$ cat config.mk
export PLATFORM = sky130hd
export DESIGN_NAME = cmr_regulator
export DESIGN_NICKNAME = d
export VERILOG_FILES = /design/src/design/cmr_pkg.sv /design/src/design/cmr_hit_filter.sv /design/src/design/cmr_regulator.sv /design/src/design/cmr_tick_gen.sv
export SDC_FILE = /design/constraint.sdc
export NUM_CORES = 1
export LEC_CHECK = 0
export ABC_AREA = 1
export BUFFER_PORTS_ARGS = -buffer_cell sky130_fd_sc_hd__clkbuf_2
export CAP_MARGIN = 10
export CORE_UTILIZATION = 55
export CTS_BUF_LIST = sky130_fd_sc_hd__clkbuf_4 sky130_fd_sc_hd__clkbuf_8
export DETAILED_ROUTE_END_ITERATION = 12
export PLACE_DENSITY = 0.76
export SETUP_SLACK_MARGIN = 0.1
export SLEW_MARGIN = 0
export SYNTH_ARGS = -nofsm -noshare
export SYNTH_HDL_FRONTEND = slang
export SYNTH_SLANG_ARGS = --single-unit
$ cat constraint.sdc
create_clock -name pclk -period 5.95 [get_ports pclk]
set_input_delay 0 -clock pclk [delete_from_list [all_inputs] [get_ports pclk]]
set_output_delay 0 -clock pclk [all_outputs]
set_load 0.02 [all_outputs]
$ cat src/design/cmr_pkg.sv
// Constants, field layout and types of the current-mode PWM regulator.
// Assumes pclk at 20 MHz; peripheral clock rates are derived from it.
package cmr_pkg;

    // Clock rates
    localparam int unsigned PCLK_HZ = 20_000_000;
    localparam int unsigned BASE_HZ = 4_000_000;
    localparam int unsigned BASE_DIV = PCLK_HZ / BASE_HZ;

    // Peripheral clock phase accumulator, in MHz units
    localparam int unsigned PER_MOD = PCLK_HZ / 1_000_000;
    localparam int unsigned PER_STEP_SLOW = 4;
    localparam int unsigned PER_STEP_FAST = 8;
    localparam int unsigned PER_AW = 5;
    localparam int unsigned SAMPLE_DIV = 4;

    // Durations, in ns, and their count in 4 MHz base ticks
    localparam int unsigned BLANK_STEP_NS = 500;
    localparam int unsigned OFF_STEP_NS = 2500;
    localparam int unsigned BLANK_STEP_TICKS =
        (BLANK_STEP_NS * (BASE_HZ / 1000) + 999_999) / 1_000_000;
    localparam int unsigned OFF_STEP_TICKS =
        (OFF_STEP_NS * (BASE_HZ / 1000) + 999_999) / 1_000_000;

    localparam int unsigned TW = 14;
    typedef logic [TW-1:0] cmr_ticks_t;

    // APB register byte offsets
    localparam int unsigned APB_AW = 8;
    localparam logic [7:0] OFS_FILTER = 8'h00;
    localparam logic [7:0] OFS_CTRL_A = 8'h04;
    localparam logic [7:0] OFS_AMP = 8'h08;
    localparam logic [7:0] OFS_REF = 8'h0C;
    localparam logic [7:0] OFS_PRESC = 8'h10;
    localparam logic [7:0] OFS_PWM_EN = 8'h14;
    localparam logic [7:0] OFS_CTRL_C = 8'h18;
    localparam logic [7:0] OFS_CONFIG = 8'h1C;
    localparam logic [7:0] OFS_STATUS = 8'h20;

    // Field positions
    localparam int unsigned FLT_BLANK_LSB = 0;
    localparam int unsigned FLT_HIT_LSB = 4;
    localparam int unsigned CRA_CLK_EN = 0;
    localparam int unsigned CRA_DIRECT = 1;
    localparam int unsigned CRA_VC_SEL = 2;
    localparam int unsigned AMP_EN_BIT = 0;
    localparam int unsigned REF_SEL_BIT = 0;
    localparam int unsigned CRC_SENSOR = 0;
    localparam int unsigned CRC_ONZ = 1;
    localparam int unsigned CFG_DELAY_LSB = 0;
    localparam int unsigned CFG_LO_BIT = 4;
    localparam int unsigned CFG_HI_BIT = 5;
    localparam int unsigned ST_PWM = 0;
    localparam int unsigned ST_BLANK = 1;
    localparam int unsigned ST_LIMIT = 2;
    localparam int unsigned ST_FULL = 3;
    localparam int unsigned ST_HIT_LSB = 4;

    // Reset values
    localparam logic [2:0] RST_BLANK = 3'h0;
    localparam logic [2:0] RST_HIT = 3'h0;

    typedef enum logic [1:0]
    {
        CMR_S_WIN = 2'h0,
        CMR_S_ON = 2'h1,
        CMR_S_LIMIT = 2'h3
    } cmr_state_e;

    // Window period in base ticks for each frequency code
    function automatic cmr_ticks_t cmr_win_period(input logic [3:0] sel);
        case (sel)
            4'h0: return 14'h0050;
            4'h1: return 14'h0064;
            4'h2: return 14'h0078;
            4'h3: return 14'h00A0;
            4'h4: return 14'h00C8;
            4'h5: return 14'h00DD;
            4'h6: return 14'h0104;
            4'h7: return 14'h0140;
            4'h8: return 14'h0190;
            4'h9: return 14'h0280;
            4'hA: return 14'h04FE;
            4'hB: return 14'h0A04;
            4'hC: return 14'h0C80;
            4'hD: return 14'h1042;
            4'hE: return 14'h1900;
            default: return 14'h2810;
        endcase
    endfunction : cmr_win_period

endpackage : cmr_pkg

$ cat src/design/cmr_hit_filter.sv
// Blanking window and consecutive-sample filter on the comparator.
// Assumes comparator input already gated and synchronous to pclk.
`timescale 1ns/1ns
module cmr_hit_filter
(
    // Clock and reset
    input wire logic pclk,
    input wire logic presetn,
    // Timing
    input wire logic base_tick,
    input wire logic sample_en,
    input wire logic pwm_rise,
    // Configuration
    input wire logic [2:0] blanking_length,
    input wire logic [2:0] feedback_hit_count,
    // Comparator
    input wire logic comp_in,
    // Results
    output logic blanking,
    output logic limit_evt,
    output logic [3:0] hit_cnt
);
    import cmr_pkg::*;

    logic [4:0] blank_q;
    logic [3:0] hit_q;
    logic evt_q;

    always_ff @(posedge pclk or negedge presetn)
    begin
        if (!presetn)
            blank_q <= 5'h00;
        else if (pwm_rise)
            blank_q <= 5'(blanking_length * BLANK_STEP_TICKS);
        else if (base_tick && blank_q != 5'h00)
            blank_q <= blank_q - 5'h01;
    end

    assign blanking = (blank_q != 5'h00) ||
                      (pwm_rise && blanking_length != 3'h0);

    // Counter saturates at feedback_hit_count plus one so a held limit keeps firing
    always_ff @(posedge pclk or negedge presetn)
    begin
        if (!presetn)
            hit_q <= 4'h0;
        else if (blanking)
            hit_q <= 4'h0;
        else if (sample_en && !comp_in)
            hit_q <= 4'h0;
        else if (sample_en && hit_q <= {1'b0, feedback_hit_count})
            hit_q <= hit_q + 4'h1;
    end

    always_ff @(posedge pclk or negedge presetn)
    begin
        if (!presetn)
            evt_q <= 1'b0;
        else
            evt_q <= sample_en && comp_in && !blanking &&
                     (hit_q >= {1'b0, feedback_hit_count});
    end

    assign limit_evt = evt_q;
    assign hit_cnt = hit_q;

endmodule : cmr_hit_filter

$ cat src/design/cmr_regulator.sv
// Current-mode PWM regulator: APB registers, window and PWM state.
// Assumes an APB master on pclk and comparator results synchronous.
// Overview of operation
// - Blanking masks comparator, 0.5 us per code step, code 0 off.
// - Blanking restarts at each PWM turn-on.
// - Blanking length resets to zero, blanking disabled.
// - Limit event after code plus one consecutive high samples.
// - After reset one sample raises the limit event.
// - Comparator sampled at a quarter of the peripheral clock.
// - On-time from window end to next window start or limit.
// - Comparator inactive until clock enable or direct access set.
// - Select 0 takes amplifier output, 1 the direct feedback pin.
// - Window frequency from 4-bit selector, 50 kHz down to 390 Hz.
// - Sensorless off-time minimum is 2.5 us times code plus one.
// - Outside sensor mode, window start also strobes back-EMF zero-crossing sampling.
// - Sensor mode, on-time sampling or a nonzero zero delay field: no minimum off time.
// - Off time beyond the period gives output constantly high.
// - Peripheral clock is 4 MHz, or 8 MHz by config bit 5.
// - Current mode PWM combines window and comparator outputs.
// - Select 0 passes voltage-mode PWM, 1 uses current mode.
//
// Added by the designer: the placing of the registers and the APB slave port.
`timescale 1ns/1ns
module cmr_regulator
#(
    parameter int unsigned TICK_DIV = cmr_pkg::BASE_DIV
)
(
    // Clock and reset
    input wire logic pclk,
    input wire logic presetn,
    // APB slave
    input wire logic psel,
    input wire logic penable,
    input wire logic pwrite,
    input wire logic [cmr_pkg::APB_AW-1:0] paddr,
    input wire logic [31:0] pwdata,
    input wire logic [3:0] pstrb,
    output logic [31:0] prdata,
    output logic pready,
    output logic pslverr,
    // Comparator results and voltage-mode PWM
    input wire logic comp_amp_hi,
    input wire logic comp_direct_hi,
    input wire logic voltage_pwm_in,
    // To channel manager and analog front end
    output logic drive_pwm,
    output logic current_limit_event,
    output logic zero_sample_strobe,
    output logic amp_enable,
    output logic comparator_input_select
);
    import cmr_pkg::*;

    // Configuration registers
    logic [2:0] blanking_length_q;
    logic [2:0] feedback_hit_count_q;
    logic clk_en_q;
    logic direct_access_q;
    logic voltage_current_select_q;
    logic amp_enable_q;
    logic comparator_input_select_q;
    logic [3:0] window_freq_sel_q;
    logic [3:0] min_off_time_sel_q;
    logic sensor_mode_sel_q;
    logic on_time_zero_detect_q;
    logic [3:0] zero_delay_field_q;
    logic clock_div_hi_sel_q;
    logic clock_div_lo_sel_q;
    logic limit_seen_q;
    logic [31:0] prdata_q;

    // Bus decode
    logic wr_en;
    logic rd_setup;
    logic addr_hit;
    logic [31:0] rd_data;

    // Timing and PWM
    logic base_tick;
    logic sample_en;
    logic comp_raw;
    logic comp_act;
    logic blanking;
    logic limit_evt;
    logic [3:0] hit_cnt;
    cmr_ticks_t period;
    cmr_ticks_t off_len;
    cmr_ticks_t per_q;
    logic per_wrap;
    logic no_min_off;
    logic full_duty;
    cmr_state_e state_q;
    cmr_state_e state_d;
    logic pwm_d;
    logic pwm_q;
    logic zstrobe_q;

    // Zero wait states: every access completes in its first access cycle
    assign pready = 1'b1;
    assign wr_en = psel && penable && pwrite && pstrb[0];
    assign rd_setup = psel && !penable && !pwrite;

    always_comb
    begin
        addr_hit = 1'b1;
        rd_data = 32'h0000_0000;
        case (paddr)
            OFS_FILTER:
            begin
                rd_data[FLT_BLANK_LSB +: 3] = blanking_length_q;
                rd_data[FLT_HIT_LSB +: 3] = feedback_hit_count_q;
            end
            OFS_CTRL_A:
            begin
                rd_data[CRA_CLK_EN] = clk_en_q;
                rd_data[CRA_DIRECT] = direct_access_q;
                rd_data[CRA_VC_SEL] = voltage_current_select_q;
            end
            OFS_AMP: rd_data[AMP_EN_BIT] = amp_enable_q;
            OFS_REF: rd_data[REF_SEL_BIT] = comparator_input_select_q;
            OFS_PRESC: rd_data[3:0] = window_freq_sel_q;
            OFS_PWM_EN: rd_data[3:0] = min_off_time_sel_q;
            OFS_CTRL_C:
            begin
                rd_data[CRC_SENSOR] = sensor_mode_sel_q;
                rd_data[CRC_ONZ] = on_time_zero_detect_q;
            end
            OFS_CONFIG:
            begin
                rd_data[CFG_DELAY_LSB +: 4] = zero_delay_field_q;
                rd_data[CFG_LO_BIT] = clock_div_lo_sel_q;
                rd_data[CFG_HI_BIT] = clock_div_hi_sel_q;
            end
            OFS_STATUS:
            begin
                rd_data[ST_PWM] = pwm_q;
                rd_data[ST_BLANK] = blanking;
                rd_data[ST_LIMIT] = limit_seen_q;
                rd_data[ST_FULL] = full_duty;
                rd_data[ST_HIT_LSB +: 4] = hit_cnt;
            end
            default: addr_hit = 1'b0;
        endcase
    end

    assign pslverr = psel && penable && !addr_hit;

    always_ff @(posedge pclk or negedge presetn)
    begin
        if (!presetn)
            prdata_q <= 32'h0000_0000;
        else if (rd_setup)
            prdata_q <= rd_data;
    end

    assign prdata = prdata_q;

    // Filter register
    always_ff @(posedge pclk or negedge presetn)
    begin
        if (!presetn)
        begin
            blanking_length_q <= RST_BLANK;
            feedback_hit_count_q <= RST_HIT;
        end
        else if (wr_en && paddr == OFS_FILTER)
        begin
            blanking_length_q <= pwdata[FLT_BLANK_LSB +: 3];
            feedback_hit_count_q <= pwdata[FLT_HIT_LSB +: 3];
        end
    end

    // Control register A
    always_ff @(posedge pclk or negedge presetn)
    begin
        if (!presetn)
        begin
            clk_en_q <= 1'b0;
            direct_access_q <= 1'b0;
            voltage_current_select_q <= 1'b0;
        end
        else if (wr_en && paddr == OFS_CTRL_A)
        begin
            clk_en_q <= pwdata[CRA_CLK_EN];
            direct_access_q <= pwdata[CRA_DIRECT];
            voltage_current_select_q <= pwdata[CRA_VC_SEL];
        end
    end

    // Analog front end selection
    always_ff @(posedge pclk or negedge presetn)
    begin
        if (!presetn)
        begin
            amp_enable_q <= 1'b0;
            comparator_input_select_q <= 1'b0;
        end
        else if (wr_en && paddr == OFS_AMP)
            amp_enable_q <= pwdata[AMP_EN_BIT];
        else if (wr_en && paddr == OFS_REF)
            comparator_input_select_q <= pwdata[REF_SEL_BIT];
    end

    // Window and off-time selectors
    always_ff @(posedge pclk or negedge presetn)
    begin
        if (!presetn)
        begin
            window_freq_sel_q <= 4'h0;
            min_off_time_sel_q <= 4'h0;
        end
        else if (wr_en && paddr == OFS_PRESC)
            window_freq_sel_q <= pwdata[3:0];
        else if (wr_en && paddr == OFS_PWM_EN)
            min_off_time_sel_q <= pwdata[3:0];
    end

    // Mode and clock configuration
    always_ff @(posedge pclk or negedge presetn)
    begin
        if (!presetn)
        begin
            sensor_mode_sel_q <= 1'b0;
            on_time_zero_detect_q <= 1'b0;
            zero_delay_field_q <= 4'h0;
            clock_div_hi_sel_q <= 1'b0;
            clock_div_lo_sel_q <= 1'b0;
        end
        else if (wr_en && paddr == OFS_CTRL_C)
        begin
            sensor_mode_sel_q <= pwdata[CRC_SENSOR];
            on_time_zero_detect_q <= pwdata[CRC_ONZ];
        end
        else if (wr_en && paddr == OFS_CONFIG)
        begin
            zero_delay_field_q <= pwdata[CFG_DELAY_LSB +: 4];
            clock_div_hi_sel_q <= pwdata[CFG_HI_BIT];
            clock_div_lo_sel_q <= pwdata[CFG_LO_BIT];
        end
    end

    // Sticky limit flag, write one to clear; a new event wins
    always_ff @(posedge pclk or negedge presetn)
    begin
        if (!presetn)
            limit_seen_q <= 1'b0;
        else if (limit_evt)
            limit_seen_q <= 1'b1;
        else if (wr_en && paddr == OFS_STATUS && pwdata[ST_LIMIT])
            limit_seen_q <= 1'b0;
    end

    cmr_tick_gen #(
        .TICK_DIV(TICK_DIV)
    ) u_tick (
        .pclk(pclk),
        .presetn(presetn),
        .fast_sel(clock_div_hi_sel_q),
        .base_tick(base_tick),
        .sample_en(sample_en)
    );

    // Comparator source and power gating
    assign comp_raw = comparator_input_select_q ? comp_direct_hi
                                                : comp_amp_hi;
    assign comp_act = (clk_en_q || direct_access_q) && comp_raw;

    cmr_hit_filter u_filter (
        .pclk(pclk),
        .presetn(presetn),
        .base_tick(base_tick),
        .sample_en(sample_en),
        .pwm_rise(pwm_d && !pwm_q),
        .blanking_length(blanking_length_q),
        .feedback_hit_count(feedback_hit_count_q),
        .comp_in(comp_act),
        .blanking(blanking),
        .limit_evt(limit_evt),
        .hit_cnt(hit_cnt)
    );

    // Window geometry
    assign period = cmr_win_period(window_freq_sel_q);
    assign no_min_off = sensor_mode_sel_q || on_time_zero_detect_q ||
                        (zero_delay_field_q != 4'h0);
    assign off_len = no_min_off ? '0 :
        cmr_ticks_t'(OFF_STEP_TICKS * (32'(min_off_time_sel_q) + 1));
    assign full_duty = (off_len > period);
    assign per_wrap = base_tick && (per_q == period - cmr_ticks_t'(1));

    // Period counter runs only with the peripheral clock enabled
    always_ff @(posedge pclk or negedge presetn)
    begin
        if (!presetn)
            per_q <= '0;
        else if (!clk_en_q)
            per_q <= '0;
        else if (per_wrap || per_q >= period)
            per_q <= '0;
        else if (base_tick)
            per_q <= per_q + cmr_ticks_t'(1);
    end

    always_comb
    begin
        state_d = state_q;
        case (state_q)
            CMR_S_WIN:
            begin
                if (off_len == '0)
                    state_d = CMR_S_ON;
                else if (base_tick && per_q == off_len - cmr_ticks_t'(1))
                    state_d = CMR_S_ON;
            end
            CMR_S_ON:
            begin
                if (per_wrap)
                    state_d = (off_len == '0) ? CMR_S_ON : CMR_S_WIN;
                if (limit_evt)
                    state_d = CMR_S_LIMIT;
            end
            CMR_S_LIMIT:
            begin
                if (per_wrap)
                    state_d = CMR_S_WIN;
            end
            default: state_d = CMR_S_WIN;
        endcase
        if (!clk_en_q)
            state_d = CMR_S_WIN;
    end

    always_ff @(posedge pclk or negedge presetn)
    begin
        if (!presetn)
            state_q <= CMR_S_WIN;
        else
            state_q <= state_d;
    end

    // Output select; the limit in voltage mode is left to the channel side
    always_comb
    begin
        if (!voltage_current_select_q)
            pwm_d = voltage_pwm_in;
        else if (full_duty && clk_en_q)
            pwm_d = 1'b1;
        else
            pwm_d = (state_d == CMR_S_ON);
    end

    always_ff @(posedge pclk or negedge presetn)
    begin
        if (!presetn)
            pwm_q <= 1'b0;
        else
            pwm_q <= pwm_d;
    end

    // Outside sensor mode, window start doubles as the zero-crossing sampling strobe
    always_ff @(posedge pclk or negedge presetn)
    begin
        if (!presetn)
            zstrobe_q <= 1'b0;
        else
            zstrobe_q <= per_wrap && !sensor_mode_sel_q;
    end

    assign drive_pwm = pwm_q;
    assign current_limit_event = limit_evt;
    assign zero_sample_strobe = zstrobe_q;
    assign amp_enable = amp_enable_q;
    assign comparator_input_select = comparator_input_select_q;

endmodule : cmr_regulator

$ cat src/design/cmr_tick_gen.sv
// Enable pulses: 4 MHz time base, peripheral clock and sample strobe.
// Assumes one pclk domain; all outputs are one-cycle pulses, except base_tick, which stays high when TICK_DIV is 1.
`timescale 1ns/1ns
module cmr_tick_gen
#(
    parameter int unsigned TICK_DIV = cmr_pkg::BASE_DIV
)
(
    // Clock and reset
    input wire logic pclk,
    input wire logic presetn,
    // Configuration
    input wire logic fast_sel,
    // Enables
    output logic base_tick,
    output logic sample_en
);
    import cmr_pkg::*;

    logic [7:0] div_q;
    logic [PER_AW-1:0] acc_q;
    logic [PER_AW-1:0] acc_sum;
    logic [1:0] smp_q;
    logic per_en;

    // Time base stays at 4 MHz so durations keep their length
    always_ff @(posedge pclk or negedge presetn)
    begin
        if (!presetn)
            div_q <= 8'h00;
        else if (div_q == 8'(TICK_DIV - 1))
            div_q <= 8'h00;
        else
            div_q <= div_q + 8'h01;
    end

    assign base_tick = (div_q == 8'(TICK_DIV - 1));

    // 8 MHz is not an integer fraction of pclk: accumulator averages it
    assign acc_sum = acc_q + (fast_sel ? PER_AW'(PER_STEP_FAST)
                                       : PER_AW'(PER_STEP_SLOW));
    assign per_en = (acc_sum >= PER_AW'(PER_MOD));

    always_ff @(posedge pclk or negedge presetn)
    begin
        if (!presetn)
            acc_q <= '0;
        else if (per_en)
            acc_q <= acc_sum - PER_AW'(PER_MOD);
        else
            acc_q <= acc_sum;
    end

    always_ff @(posedge pclk or negedge presetn)
    begin
        if (!presetn)
            smp_q <= 2'h0;
        else if (per_en)
            smp_q <= smp_q + 2'h1;
    end

    assign sample_en = per_en && (smp_q == 2'(SAMPLE_DIV - 1));

endmodule : cmr_tick_gen

Word-level counts from Yosys, hierarchy flattened. Memories as Yosys holds them, arrays and structs flattened. Index checks and enable logic that the tools add are counted.

Bits in latches: 0. Logic and storage cells: 150. Register bits: 79. Memory bits (writable): 0. Input port bits: 52. Output and inout port bits: 39. Memory bits (read-only): 224. Memories: 1.

Memory list: (no name shown) (depth 16, width 14, rd ports 1, clocked after memory_dff 0, write ports 0, RTL line cmr_pkg.sv:72) `case (sel)`.

Shifts and indexed selects: 0. Equal/unequal tests: 16. Divide/modulo/power cells: 0. $add $sub $neg: 10. Bitwise gates (word level): 3. Mux-type cells: 33. Multipliers: 1. Reduce and logical (&&, ||, !) cells: 55. $lt $le $gt $ge: 5.

Operator list (number): $mux W14 (3); $eq A8 B5 Y1 const B (4); $logic_and A1 B1 Y1 (30); $eq A14 B14 Y1 (2); $eq A8 B3 Y1 const B (2); $eq A8 B4 Y1 const B (2); $mux W4 (4); $mux W5 (3); $add A14 B1 Y14 const B (1); $ge A14 B14 Y1 (1); $gt A9 B14 Y1 (1); $logic_not A14 Y1 (1); $sub A14 B1 Y14 const B (1); $mux W2 (6); $pmux W2 S3 (2); $sub A9 B1 Y10 const B (1); $mux W9 (1); $pmux W1 S9 (1); $reduce_or A9 Y1 (1); $add A8 B1 Y8 const B (1); $eq A8 B6 Y1 const B (1); $logic_not A8 Y1 (1); $mul A3 B5 Y8 const A (1); $mux W1 (8); 26 further kinds (44).

Longest topological paths before layout. Gate-level depths: netlist of the first run.

Word-level depth: 19. Mapped depth: 26. Gate-level depth less buffers: 26.

Cells and area by module. A second synthesis of the first run with hierarchy kept.

Cells, all modules: 893. Area total of the unflattened synthesis: 6247.2 sq um.

By module, submodules not included: cmr_regulator (instances 1, seq. area each 1351.3 sq um, area each 4797.1 sq um, cells an instance 704); cmr_tick_gen (instances 1, seq. area each 325.3 sq um, area each 730.7 sq um, cells an instance 92); cmr_hit_filter (instances 1, seq. area each 250.2 sq um, area each 719.4 sq um, cells an instance 97).

Least setup slack after synthesis of the first run. Ideal clock, no wire load.

Kind: register to register. Start: register min_off_time_sel_q[0]. End: register u_filter.blank_q[4]. Stages on the path, launching flop included: 21. Library setup time: 0.119 ns. Buffers on the path: 0. Required time: 5.831 ns. Slack: 2.482 ns. Clock period less this slack: 3.468 ns. Arrival time: 3.349 ns. Cell sequence: dfrtp_1 ha_1 ha_1 ha_1 fa_1 inv_1 nor2_1 ha_1 nand2_1 o21ai_0 nand2_1 a21boi_0 nor2_1 nor3b_1 nand2_1 nand2_1 o21bai_2 and2_4 nand2_4 o211ai_1 inv_2.

Cells in the longest elaborated chain, start to end: 15. Elaborated cells between the ends (all ways): 22. Classes of those cells: add/sub: 2; mul: 1; order compare: 1; eq/ne: 2; mux: 11; reduce/logical: 5.

RTL lines: start: declaration (RTL line cmr_regulator.sv:64) `logic [3:0] min_off_time_sel_q;`; start signal: assignment (RTL line cmr_regulator.sv:216) `min_off_time_sel_q <= pwdata[3:0];`; $add A4 B1 Y5 * (RTL line cmr_regulator.sv:288) `cmr_ticks_t'(OFF_STEP_TICKS * (32'(min_off_time_sel_q) + 1));`; $mul A3 B5 Y8 * (RTL line cmr_regulator.sv:288); $mux W9 * (RTL line cmr_regulator.sv:287) `assign off_len = no_min_off ? '0 :`; $sub A9 B1 Y10 (RTL line cmr_regulator.sv:313) `else if (base_tick && per_q == off_len - cmr_ticks_t'(1))`; $eq A14 B14 Y1 (RTL line cmr_regulator.sv:313); $logic_and A1 B1 Y1 (RTL line cmr_regulator.sv:313); $mux W2 (RTL line cmr_regulator.sv:313); $mux W2 (RTL line cmr_regulator.sv:311) `if (off_len == '0)`; $pmux W2 S3 (RTL line cmr_regulator.sv:308) `case (state_q)`; $mux W2 (RTL line cmr_regulator.sv:330) `if (!clk_en_q)`; $eq A2 B1 Y1 (RTL line cmr_regulator.sv:350) `pwm_d = (state_d == CMR_S_ON);`; $mux W1 * (RTL line cmr_regulator.sv:347) `else if (full_duty && clk_en_q)`; $mux W1 * (RTL line cmr_regulator.sv:345) `if (!voltage_current_select_q)`; named net pwm_d (RTL line cmr_regulator.sv:95) `logic pwm_d;`; $logic_and A1 B1 Y1 * (RTL line cmr_regulator.sv:274) `.pwm_rise(pwm_d && !pwm_q),`; $mux W5 or $reduce_bool A2 Y1 (tied branches); end signal: assignment (RTL line cmr_hit_filter.sv:34) `blank_q <= 5'(blanking_length * BLANK_STEP_TICKS);`; end signal: assignment (RTL line cmr_hit_filter.sv:36) `blank_q <= blank_q - 5'h01;`; end: declaration (RTL line cmr_hit_filter.sv:25) `logic [4:0] blank_q;`.

The timed path passes the listed nets; every way through them passes the cells marked *. A chain may end at the register's enable or synchronous reset.

Final worst setup path of the first run.
Start: register min_off_time_sel_q[2]. End: register prdata_q[1] (netlist: prdata[1]).

Cells in the longest elaborated chain, start to end: 17. Elaborated cells between the ends (all ways): 23. Classes of those cells: add/sub: 2; mul: 1; order compare: 1; eq/ne: 2; mux: 11; reduce/logical: 6.

RTL lines: $add A4 B1 Y5 * (RTL line cmr_regulator.sv:288); $mul A3 B5 Y8 * (RTL line cmr_regulator.sv:288); $mux W9 * (RTL line cmr_regulator.sv:287); $sub A9 B1 Y10 (RTL line cmr_regulator.sv:313); $eq A14 B14 Y1 (RTL line cmr_regulator.sv:313); $logic_and A1 B1 Y1 (RTL line cmr_regulator.sv:313); $mux W2 (RTL line cmr_regulator.sv:313); $mux W2 (RTL line cmr_regulator.sv:311); $pmux W2 S3 (RTL line cmr_regulator.sv:308); $mux W2 (RTL line cmr_regulator.sv:330); $eq A2 B1 Y1 (RTL line cmr_regulator.sv:350); $mux W1 * (RTL line cmr_regulator.sv:347); $mux W1 * (RTL line cmr_regulator.sv:345); $logic_and A1 B1 Y1 * (RTL line cmr_regulator.sv:274); $logic_and A1 B1 Y1 * (RTL line cmr_hit_filter.sv:40) `(pwm_rise && blanking_length != 3'h0);`; $logic_or A1 B1 Y1 * (RTL line cmr_hit_filter.sv:39) `assign blanking = (blank_q != 5'h00) ||`; $pmux W1 S7 * (RTL line cmr_regulator.sv:108) `case (paddr)`; end signal: assignment (RTL line cmr_regulator.sv:154) `prdata_q <= rd_data;`; end: declaration (RTL line cmr_regulator.sv:71) `logic [31:0] prdata_q;`.

Every way passes the cells marked *; elsewhere a longest branch is shown, timed or not.

==> flow_metrics.env, run 1 <==
export IMPL_path_cells="nand3_1 -> xnor2_1 -> ha_1 -> ha_1 -> fa_1 -> inv_1 -> nor2_1 -> ha_1 -> nand2_1 -> o21ai_0 -> nand2_1 -> a21boi_0 -> nor2_1 -> nor3b_1 -> nand2_1 -> nand2_1 -> o21bai_2 -> nand4_2 -> nand2_2 -> nand2_1 -> nand2_1 -> nand2_1 -> nand2_1"
export IMPL_critPathMaxFanout=5
export IMPL_drt_iter0_drc=391
export IMPL_drive_gt1_frac=0.1033
export IMPL_crit_path_end="prdata[1]"
export IMPL_synthArstFlopShare=1.000
export IMPL_critPathLaunchType="flip-flop"
export IMPL_tns_ns=0
export IMPL_postCtsSetupBuffers=0
export IMPL_cts_tree="yes"
export IMPL_yosys_cell_types_count=52
export IMPL_cts_path_max_buffers=2
export IMPL_path_class="reg -> reg"
export IMPL_power_switching_w=0.0003714
export IMPL_gp_congestion=0.9241
export IMPL_netlist_area_mm2=0.005987
export IMPL_cts_resized=0
export IMPL_grt_pass1_vias=5107
export IMPL_die_w_um=106.3
export IMPL_ioPinCount=91
export IMPL_synth_top_cell_by_area="dfrtp_1"
export IMPL_antenna_left=0
export IMPL_synth_most_common_cell="nand2_1"
export IMPL_area_growth_pct=8.547
export IMPL_grt_remaining_overflow=0
export IMPL_clock_fmax_ghz=0.2439
export IMPL_numPortBuffers=37
export IMPL_power_frac_seq=0.448
export IMPL_syn_avg_cell_area_um2=7.205
export IMPL_vias=5445
export IMPL_cp_slowest_cell="fa_1"
export IMPL_coreArea_mm2=0.01042
export IMPL_layout_nets=977
export IMPL_leakagePower_nw=3.382
export IMPL_wl_per_cell_um=14.16
export IMPL_root_buffer="clkbuf_8"
export IMPL_hold_path_class="in -> reg"
export IMPL_die_height_um=106.3
export IMPL_fin_cells=1017
export IMPL_viasPerCell=5.354
export IMPL_finalHoldViolCount=0
export IMPL_synthFlopType="dfrtp_1"
export IMPL_rsz0062_at_grt="false"
export IMPL_post_route_drc_count=0
export IMPL_cts_sinks=77
export IMPL_swShare=0.2908
export IMPL_drv_slew=0
export IMPL_p_per_area_mw_per_mm2=196.5
export IMPL_clk_latency_ns=0.35
export IMPL_synth_seq_cells=77
export IMPL_grt_util_all_layers=0.2670
export IMPL_skew_ns=0.008301
export IMPL_relSlewSlack=0.2076
export IMPL_drtPass1Iterations=7
export IMPL_cp_end_kind="flip-flop"
export IMPL_ys_seq_area_frac=0.3218
export IMPL_crit_start="min_off_time_sel_q[2]"
export IMPL_cp_data_arrival_time_ns=4.39
export IMPL_yosysWarnings=0
export IMPL_peakVddDrop_v=0.0002557
export IMPL_drt_wl_total_mm=14.40
export IMPL_worst_pin_slew_ns=1.187
export IMPL_r2r_cells=23
export IMPL_clkPwrFrac=0.352
export IMPL_cpPeakStageDelay_ns=0.48
export IMPL_htreeDepth=3
export IMPL_placed_cells=993
export IMPL_period_share=0.6890
export IMPL_antenna_found_initial=0
export IMPL_setup_ws_ns=1.851
export IMPL_place_worst_setup_slack_ns=1.881
export IMPL_crit_path_frequent_cell="nand2_1"
export IMPL_row_count=37
export IMPL_antenna_cells=0
export IMPL_grt_pass1_wl_mm=23.58
export IMPL_dieArea_mm2=0.01131
export IMPL_rrSetupSlack_ns=1.85
export IMPL_synth_area_leaders="dfrtp_1 (32%), nand2_1 (14%), ha_1 (9.8%)"
export IMPL_required_ns=6.24
export IMPL_p_comb_frac=0.199
export IMPL_timing_rr_start="min_off_time_sel_q[2]"
export IMPL_cts_buffers=9
export IMPL_synthCells=831
export IMPL_grt_start_max_net_pins=78
export IMPL_min_period_ns=4.099
export IMPL_synth_edff_count=0
export IMPL_start_util=0.5748
export IMPL_p_int_w=0.0009058
export IMPL_rr_endpoint="prdata[1]"
export IMPL_maxCapViolations=0
export IMPL_ys_top_cells_by_count="nand2_1 (223), inv_1 (111), nor2_1 (80)"
export IMPL_place_hpwl_mm=11.21
export IMPL_synth_top_area_share=0.3218
export IMPL_setup_violations=0
export IMPL_status="finished clean"
export IMPL_cts_clk_slew_worst_paths_ns=0.08
[through the flow]
step           hold WS [ns]  total power [W]  utilization  area [µm²]
2_1_floorplan       -0.2956        0.0007774            -        6073
3_3_place_gp         0.2081        0.0008153       0.5942        6190
3_5_place_dp         0.2225        0.0008366       0.5942        6190
4_1_cts            0.008991         0.001291       0.6239        6499
5_1_grt             0.01744         0.001354       0.6239        6499
6_report            0.03639         0.001277       0.6239        6499
[kinds of logic (layout without fill, tap and decap cells)]
family	Yosys count	in the layout	share of synthesized area
other	2	25	0.001254
flip-flops	77	77	0.3218
XOR/XNOR	25	25	0.03887
AO/OA/AOI/OAI	108	108	0.1083
adder cells (fa/ha/maj)	49	49	0.1049
buffers and inverters	155	182	0.1166
AND/OR/NAND/NOR	415	415	0.3083
[layout by cell type, fill, tap and decap left out, types with 5 or more instances in the layout]
master	n
o21a_1	5
clkbuf_8	11
nand2_1	223
a21oi_1	30
clkbuf_2	36
conb_1	25
inv_2	8
dfrtp_1	77
dlygate4sd3_1	8
nand4_1	12
inv_1	111
nand2_2	5
nor2_1	80
xor2_1	21
ha_1	47
o21ai_1	5
nand3_1	47
nor3_1	17
o21ai_0	38
a221oi_1	5
nor2_2	6
[worst max-delay path, delay by kind of cell, from the launching register on]
family	cells	cell delay, ns
compound gates	3	0.44
xor+xnor	1	0.27
fa+ha+maj	4	1.19
buf+inv	1	0.04
flops	1	0.44
simple gates	14	1.68
[power by group through the flow]
stage                     registers (W)  clock network [W]  logic, W
after floorplan                0.000581                  0  0.000196
final                          0.000573           0.000450  0.000255
after global placement         0.000581                  0  0.000234
after detailed placement       0.000583                  0  0.000253
after CTS                      0.000573           0.000459  0.000259
after global routing           0.000575           0.000478  0.000300
[layout make-up]
class | instances | area [µm²]
multi-input combinational | 622 | 3448
inverter | 121 | 456.7
sequential | 77 | 1927
clock buffer | 12 | 158.9
tap | 136 | 170.2
fill | 973 | 3918
timing repair buffer | 45 | 267.8
clock inverter | 4 | 70.07
[worst min path at each step]
stage	from	endpoint	depth (start not counted)
2_1_floorplan	presetn	amp_enable	0
3_3_place_gp	presetn	u_tick.div_q[1]	1
3_5_place_dp	presetn	u_tick.acc_q[3]	1
4_1_cts	pwdata[1]	window_freq_sel_q[1]	3
5_1_grt	voltage_pwm_in	drive_pwm	3
6_report	pwdata[1]	window_freq_sel_q[1]	3
[flip-flops by register name, summed over array words and instances (netlist names), 2 cells and up]
register and flops:
u_tick.smp_q 2, prdata 8, u_tick.div_q 8, u_filter.blank_q 5
zero_delay_field_q 4, feedback_hit_count_q 3, state_q 2, u_filter.hit_cnt 4
window_freq_sel_q 4, min_off_time_sel_q 4, blanking_length_q 3, u_tick.acc_q 3
per_q 14
[repair_timing]
action                                  4_1_cts  5_1_grt
hold buffers                                  8        0
endpoints found under the setup margin        0        0
endpoints found under the hold margin        89        0
[metal layers]
metal  wire length (µm)  track usage  vias to the layer above
met5                  0            0                        -
met4                439       0.1200                        0
met3                587      0.03924                       27
met2               7068       0.4485                      154
met1               6308       0.3394                     2540
li1                   -            -                     2724
Note: power is estimated with default switching activity, not from simulation.
==> run 2: changes to the inputs <==
Settings changed: ABC_AREA 1 to 0, PLACE_DENSITY 0.76 to 0.75.
Clock period 5.95 ns to 3.87 ns, I/O delays scaled along.
==> flow_metrics.env, run 2 <==
export IMPL_synth_top_cell_by_area="dfrtp_1"
export IMPL_row_count=38
export IMPL_netlist_area_mm2=0.006132
export IMPL_root_buffer="clkbuf_8"
export IMPL_syn_avg_cell_area_um2=9.166
export IMPL_grt_pass1_wl_mm=25.66
export IMPL_setup_violations=12
export IMPL_grt_use_met3=0.05327
export IMPL_antenna_cells=0
export IMPL_cp_data_arrival_time_ns=4.61
export IMPL_cts_path_max_buffers=2
export IMPL_synthFlopType="dfrtp_1"
export IMPL_drt_iter0_drc=347
export IMPL_n_fill_cell=858
export IMPL_layout_commonest_cell="dfrtp_1"
export IMPL_layout_common_cells="dfrtp_1 (77), buf_4 (57), nor2_1 (50), nand2_1 (49), ha_1 (41)"
export IMPL_yosysWarnings=0
export IMPL_fin_area_mm2=0.007238
export IMPL_gp_congestion=0.8895
export IMPL_synth_most_common_cell="dfrtp_1"
export IMPL_place_worst_setup_slack_ns=-0.5110
export IMPL_coreArea_mm2=0.01084
export IMPL_tns_ns=-3.747
export IMPL_dieArea_mm2=0.01158
export IMPL_cp_end_kind="flip-flop"
export IMPL_synthCells=669
export IMPL_grt_pass1_vias=5281
export IMPL_leakagePower_nw=3.286
export IMPL_maxCapViolations=0
export IMPL_antenna_left=0
export IMPL_peakVddDrop_v=0.0003790
export IMPL_path_class="reg -> reg"
export IMPL_clk_latency_ns=0.39
export IMPL_relSlewSlack=0.2170
export IMPL_gr_usage_met2=0.4757
export IMPL_ioPinCount=91
export IMPL_ys_seq_area_frac=0.3142
export IMPL_grtUsageMet1=0.3589
export IMPL_synth_area_leaders="dfrtp_1 (31%), ha_1 (9.6%), mux2_2 (5.1%)"
export IMPL_drtPass1Iterations=5
export IMPL_register_area_mm2=0.001927
export IMPL_critPathMaxFanout=3
export IMPL_synth_edff_count=0
export IMPL_area_growth_pct=18.04
export IMPL_dpl_cell_area_mm2=0.006649
export IMPL_post_route_drc_count=0
export IMPL_violations="setup timing"
export IMPL_status="complete, but fails checks"
export IMPL_synth_top_area_share=0.3142
export IMPL_viasPerCell=6.038
export IMPL_setup_ws_ns=-0.4750
export IMPL_skew_ns=0.01797
export IMPL_yosys_cell_types_count=80
export IMPL_drv_slew=0
export IMPL_wl_per_cell_um=17.87
export IMPL_cts_tree="yes"
export IMPL_start_util=0.5657
export IMPL_min_period_ns=4.345
export IMPL_rrSetupSlack_ns=-0.47
export IMPL_die_height_um=107.6
export IMPL_cts_sinks=77
export IMPL_busiest_layer="met2"
export IMPL_p_per_area_mw_per_mm2=283.2
export IMPL_place_hpwl_mm=11.84
export IMPL_hold_path_class="in -> reg"
export IMPL_die_w_um=107.6
export IMPL_synth_seq_cells=77
export IMPL_top_register="per_q"
export IMPL_layout_nets=853
export IMPL_multi_input_comb_area_mm2=0.004099
export IMPL_antenna_found_initial=0
export IMPL_vias=5416
export IMPL_largest_register_ff_count=14
export IMPL_finalHoldViolCount=0
export IMPL_cts_buffers=9
export IMPL_required_ns=4.14
export IMPL_htreeDepth=3
export IMPL_rsz0062_at_grt="true"
export IMPL_drive_gt1_frac=0.2563
export IMPL_whs_ns=0.06451
export IMPL_drt_wl_total_mm=16.03
export IMPL_grt_remaining_overflow=0
export IMPL_numPortBuffers=37
export IMPL_synthArstFlopShare=1.000
export IMPL_grt_start_max_net_pins=78
export IMPL_worst_pin_slew_ns=1.166
export IMPL_ys_top_cells_by_count="dfrtp_1 (77), nor2_1 (52), nand2_1 (49)"
export IMPL_cts_clk_slew_worst_paths_ns=0.09
export IMPL_grt_util_all_layers=0.2868
export IMPL_fin_util=0.6677
export IMPL_clock_fmax_ghz=0.2302
export IMPL_period_share=1.123
export IMPL_critPathLaunchType="flip-flop"
==> run 2: cell types whose count changed after synthesis, sizes merged, moves of 19 or more <==
cell | before | now
nand2 | 232 | 49
xnor2 | 3 | 31
inv | 120 | 31
nor2 | 89 | 52
mux2 | 0 | 31
o21ai | 43 | 24
==> run 2: power breakdown <==
group          total [W]  internal (W)  switching, W
registers       0.000887      0.000856     0.0000311
clock network   0.000668      0.000330      0.000338
logic           0.000494      0.000206      0.000289
total            0.00205       0.00139      0.000658
==> run 2: worst paths after layout <==
check | start | endpoint | cells after the start
max in group asynchronous | presetn | window_freq_sel_q[0] | 2
worst max register to register | min_off_time_sel_q[0] | u_filter.blank_q[1] | 16
worst min register to register | u_tick.smp_q[0] | u_tick.smp_q[0] | 1
min in group asynchronous | presetn | per_q[3] | 2
worst min-delay path | pwrite | prdata[2] | 3
worst max-delay path | min_off_time_sel_q[0] | u_filter.blank_q[1] | 16
==> run 2: cell type report <==
cell class                 count  area share
multi-input combinational    530      0.5663
sequential                    77      0.2662
timing repair buffer         103     0.09819
tap                          140     0.02420
clock buffer                  11     0.02005
inverter                      31     0.01608
clock inverter                 5    0.008989
==> run 2: logic make-up (layout without fill, tap and decap cells) <==
group,after synthesis,in the layout,synth area share
and+or+nand+nor,252,252,0.2222
AOI/OAI and AO/OA,112,112,0.1283
buffers and inverters,85,150,0.07386
DFF,77,77,0.3142
xor gates and xnor gates,51,51,0.07774
adders and majority gates,49,49,0.1024
muxes,41,41,0.07998
other,2,25,0.001225
==> run 2: layer usage <==
layer	up-vias	wire length, µm
li1	2532	-
met1	2626	6577
met3	48	1012
met2	210	7858
met4	0	581
met5	-	0
==> run 2: worst max-delay path: stages, from the launching register on <==
cell and delay (ns):
dfrtp_1 0.44, nand3_2 0.13, xnor2_2 0.16, ha_1 0.32, ha_4 0.17, fa_2 0.46, and3_4 0.17, ha_2 0.16
or4_1 0.51, a21oi_1 0.12, o21ai_1 0.09, nor4b_4 0.14, a21boi_2 0.15, nand2_1 0.09, or4b_4 0.53, nand3b_1 0.22
mux2_1 0.36
==> run 2: per-stage QoR <==
step	std cells	total power, W
after detailed placement	864	0.001368
after global routing	897	0.002148
after global placement	864	0.001334
after CTS	895	0.002041
after floorplan	692	0.001251
final	897	0.002050
==> run 2: what timing repair did <==
item	CTS	global route
pin swaps	7	17
endpoints found under the setup margin	12	27
setup buffers	7	4
endpoints found under the hold margin	97	0
gates resized for setup	20	25
hold buffers	8	0
==> run 3: changes to the inputs <==
Settings changed: ABC_AREA 0 to 1, PLACE_DENSITY 0.75 to 0.76.
==> flow_metrics.env, run 3 (synthesis results as in run 1) <==
export IMPL_rrSetupSlack_ns=0.28
export IMPL_top_register="per_q"
export IMPL_cp_top_family="adder cells"
export IMPL_rr_endpoint="prdata[1]"
export IMPL_crit_start="min_off_time_sel_q[0]"
export IMPL_largest_register_ff_count=14
export IMPL_rsz0062_at_grt="false"
export IMPL_skew_ns=0.01167
export IMPL_setup_violations=0
export IMPL_cp_slowest_cell="dfrtp_2"
export IMPL_cp_depth=22
export IMPL_place_hpwl_mm=11.37
export IMPL_start_util=0.5748
export IMPL_ioPinCount=91
export IMPL_critPathBufInv=1
export IMPL_grt_pass1_wl_mm=23.91
export IMPL_drv_slew=0
export IMPL_cp_end_kind="flip-flop"
export IMPL_drt_wl_total_mm=14.79
export IMPL_vias=5531
export IMPL_status="finished clean"
export IMPL_drt_iter0_drc=360
export IMPL_path_class="reg -> reg"
export IMPL_antenna_cells=0
export IMPL_layout_commonest_cell="nand2_1"
export IMPL_r2r_cells=22
export IMPL_antenna_found_initial=0
export IMPL_layout_nets=985
export IMPL_coreArea_mm2=0.01042
export IMPL_drtPass1Iterations=5
export IMPL_clock_fmax_ghz=0.2787
export IMPL_dpl_cell_area_mm2=0.006220
export IMPL_leakagePower_nw=3.444
export IMPL_grt_util_all_layers=0.2682
export IMPL_numPortBuffers=37
export IMPL_cts_clk_slew_worst_paths_ns=0.07
export IMPL_cts_buffers=9
export IMPL_crit_path_end="prdata[1]"
export IMPL_required_ns=4.15
export IMPL_antenna_left=0
export IMPL_fin_area_mm2=0.006626
export IMPL_wl_per_cell_um=14.44
export IMPL_fin_util=0.6362
export IMPL_die_height_um=106.3
export IMPL_grt_remaining_overflow=0
export IMPL_critPathMaxFanout=3
export IMPL_cpPeakStageDelay_ns=0.45
export IMPL_die_w_um=106.3
export IMPL_tns_ns=0
export IMPL_period_share=0.9272
export IMPL_root_buffer="clkbuf_8"
export IMPL_cts_tree="yes"
export IMPL_grt_pass1_vias=5150
export IMPL_row_count=37
export IMPL_crit_path_frequent_cell="nand2_1"
export IMPL_finalHoldViolCount=0
export IMPL_dieArea_mm2=0.01131
export IMPL_cts_path_max_buffers=2
export IMPL_worst_pin_slew_ns=0.9532
export IMPL_layout_common_cells="nand2_1 (223), inv_1 (111), nor2_1 (79), dfrtp_1 (75)"
export IMPL_critPathLaunchType="flip-flop"
export IMPL_path_cells="ha_4 -> ha_1 -> ha_1 -> fa_1 -> xnor2_1 -> nor2_1 -> ha_1 -> nand2_1 -> inv_1 -> nand2_1 -> a21boi_0 -> nor2_1 -> nor3b_2 -> nand2_1 -> nand2_1 -> o21bai_2 -> nand4_2 -> nand2_2 -> nand2_1 -> nand2_1 -> nand2_1 -> nand2_1"
export IMPL_cts_sinks=77
export IMPL_min_period_ns=3.588
export IMPL_maxCapViolations=0
export IMPL_clk_latency_ns=0.35
export IMPL_gp_congestion=0.9316
export IMPL_peakVddDrop_v=0.0003995
export IMPL_relSlewSlack=0.3645
export IMPL_viasPerCell=5.401
export IMPL_p_per_area_mw_per_mm2=306.4
export IMPL_area_growth_pct=10.68
export IMPL_drive_gt1_frac=0.1239
export IMPL_post_route_drc_count=0
export IMPL_timing_rr_start="min_off_time_sel_q[0]"
export IMPL_hold_path_class="in -> reg"
export IMPL_htreeDepth=3
export IMPL_grt_start_max_net_pins=78
export IMPL_cp_data_arrival_time_ns=3.87
==> run 3: changes by cell type in the layout (fill, tap and decap cells not counted), sizes merged, moves of 6 or more <==
cell    delta
nor2b     -10
inv       +87
nand3     +18
nand2    +183
mux2      -31
xnor2     -28
mux2i      -7
nor4      -18
and3      -10
and2       -7
nand2b     -6
nor2      +37
buf       -48
o21ai     +19
==> run 3: metal layers <==
layer  share of wire  up-vias  wire length [µm]  GRT usage
met2            0.49      182              7277     0.4583
met5               0        -                 0          0
met4           0.035        0               524     0.1121
li1                -     2733                 -          -
met1            0.42     2579              6159     0.3379
met3           0.056       37               826    0.03924
==> run 3: report_power, final <==
part	switching, W	leakage, nW	internal [W]	total [W]
Sequential	0.0000325	1.05	0.000851	0.000883
Combinational	0.000258	2.27	0.000142	0.000400
Clock	0.000288	0.125	0.000459	0.000747
==> run 3: worst min-delay path by stage <==
stage / start / endpoint / slack, ns / cells after the start
6_report: paddr[2] / amp_enable / 0.02 / 4
5_1_grt: pwrite / prdata[0] / 0.02 / 4
4_1_cts: paddr[2] / amp_enable / 0.007 / 4
3_5_place_dp: presetn / u_tick.div_q[1] / 0.22 / 1
3_3_place_gp: presetn / u_tick.div_q[1] / 0.21 / 1
2_1_floorplan: presetn / amp_enable / -0.30 / 0
==> run 3: metrics by stage <==
stage / std cells / hold WS [ns] / setup slack [ns] / total power, W
after detailed placement: 997 / 0.2179 / 0.09798 / 0.001282
after global routing: 1024 / 0.02425 / 0.07129 / 0.002146
final: 1024 / 0.01808 / 0.2818 / 0.002031
after global placement: 997 / 0.2086 / 0.1949 / 0.001256
after floorplan: 854 / -0.2956 / 0.4017 / 0.001195
after CTS: 1018 / 0.006556 / 0.1808 / 0.002033
==> run 3: worst register-to-register path: cells and delay by family (launching register included) <==
kind | cells | cell delay (ns)
AO/OA/AOI/OAI | 2 | 0.28
buffers and inverters | 1 | 0.05
AND/OR/NAND/NOR | 13 | 1.12
adder cells (fa/ha/maj) | 5 | 1.48
XOR/XNOR | 1 | 0.17
flip-flops | 1 | 0.45
==> run 3: timing repair <==
item,4_1_cts,5_1_grt
cloned,0,0
setup endpoints to repair,4,11
setup buffers,0,6
pin swaps,0,3
hold buffers,6,0
gates resized for setup,1,10
hold endpoints to repair,86,0
==> run 3: area by class of cell <==
| type | count | area, µm² |
|---|---|---|
| fill | 959 | 3790 |
| sequential | 77 | 1929 |
| clock inverter | 4 | 95.09 |
| inverter | 121 | 456.7 |
| multi-input combinational | 622 | 3501 |
| timing repair buffer | 53 | 322.8 |
| clock buffer | 11 | 151.4 |
| tap | 136 | 170.2 |
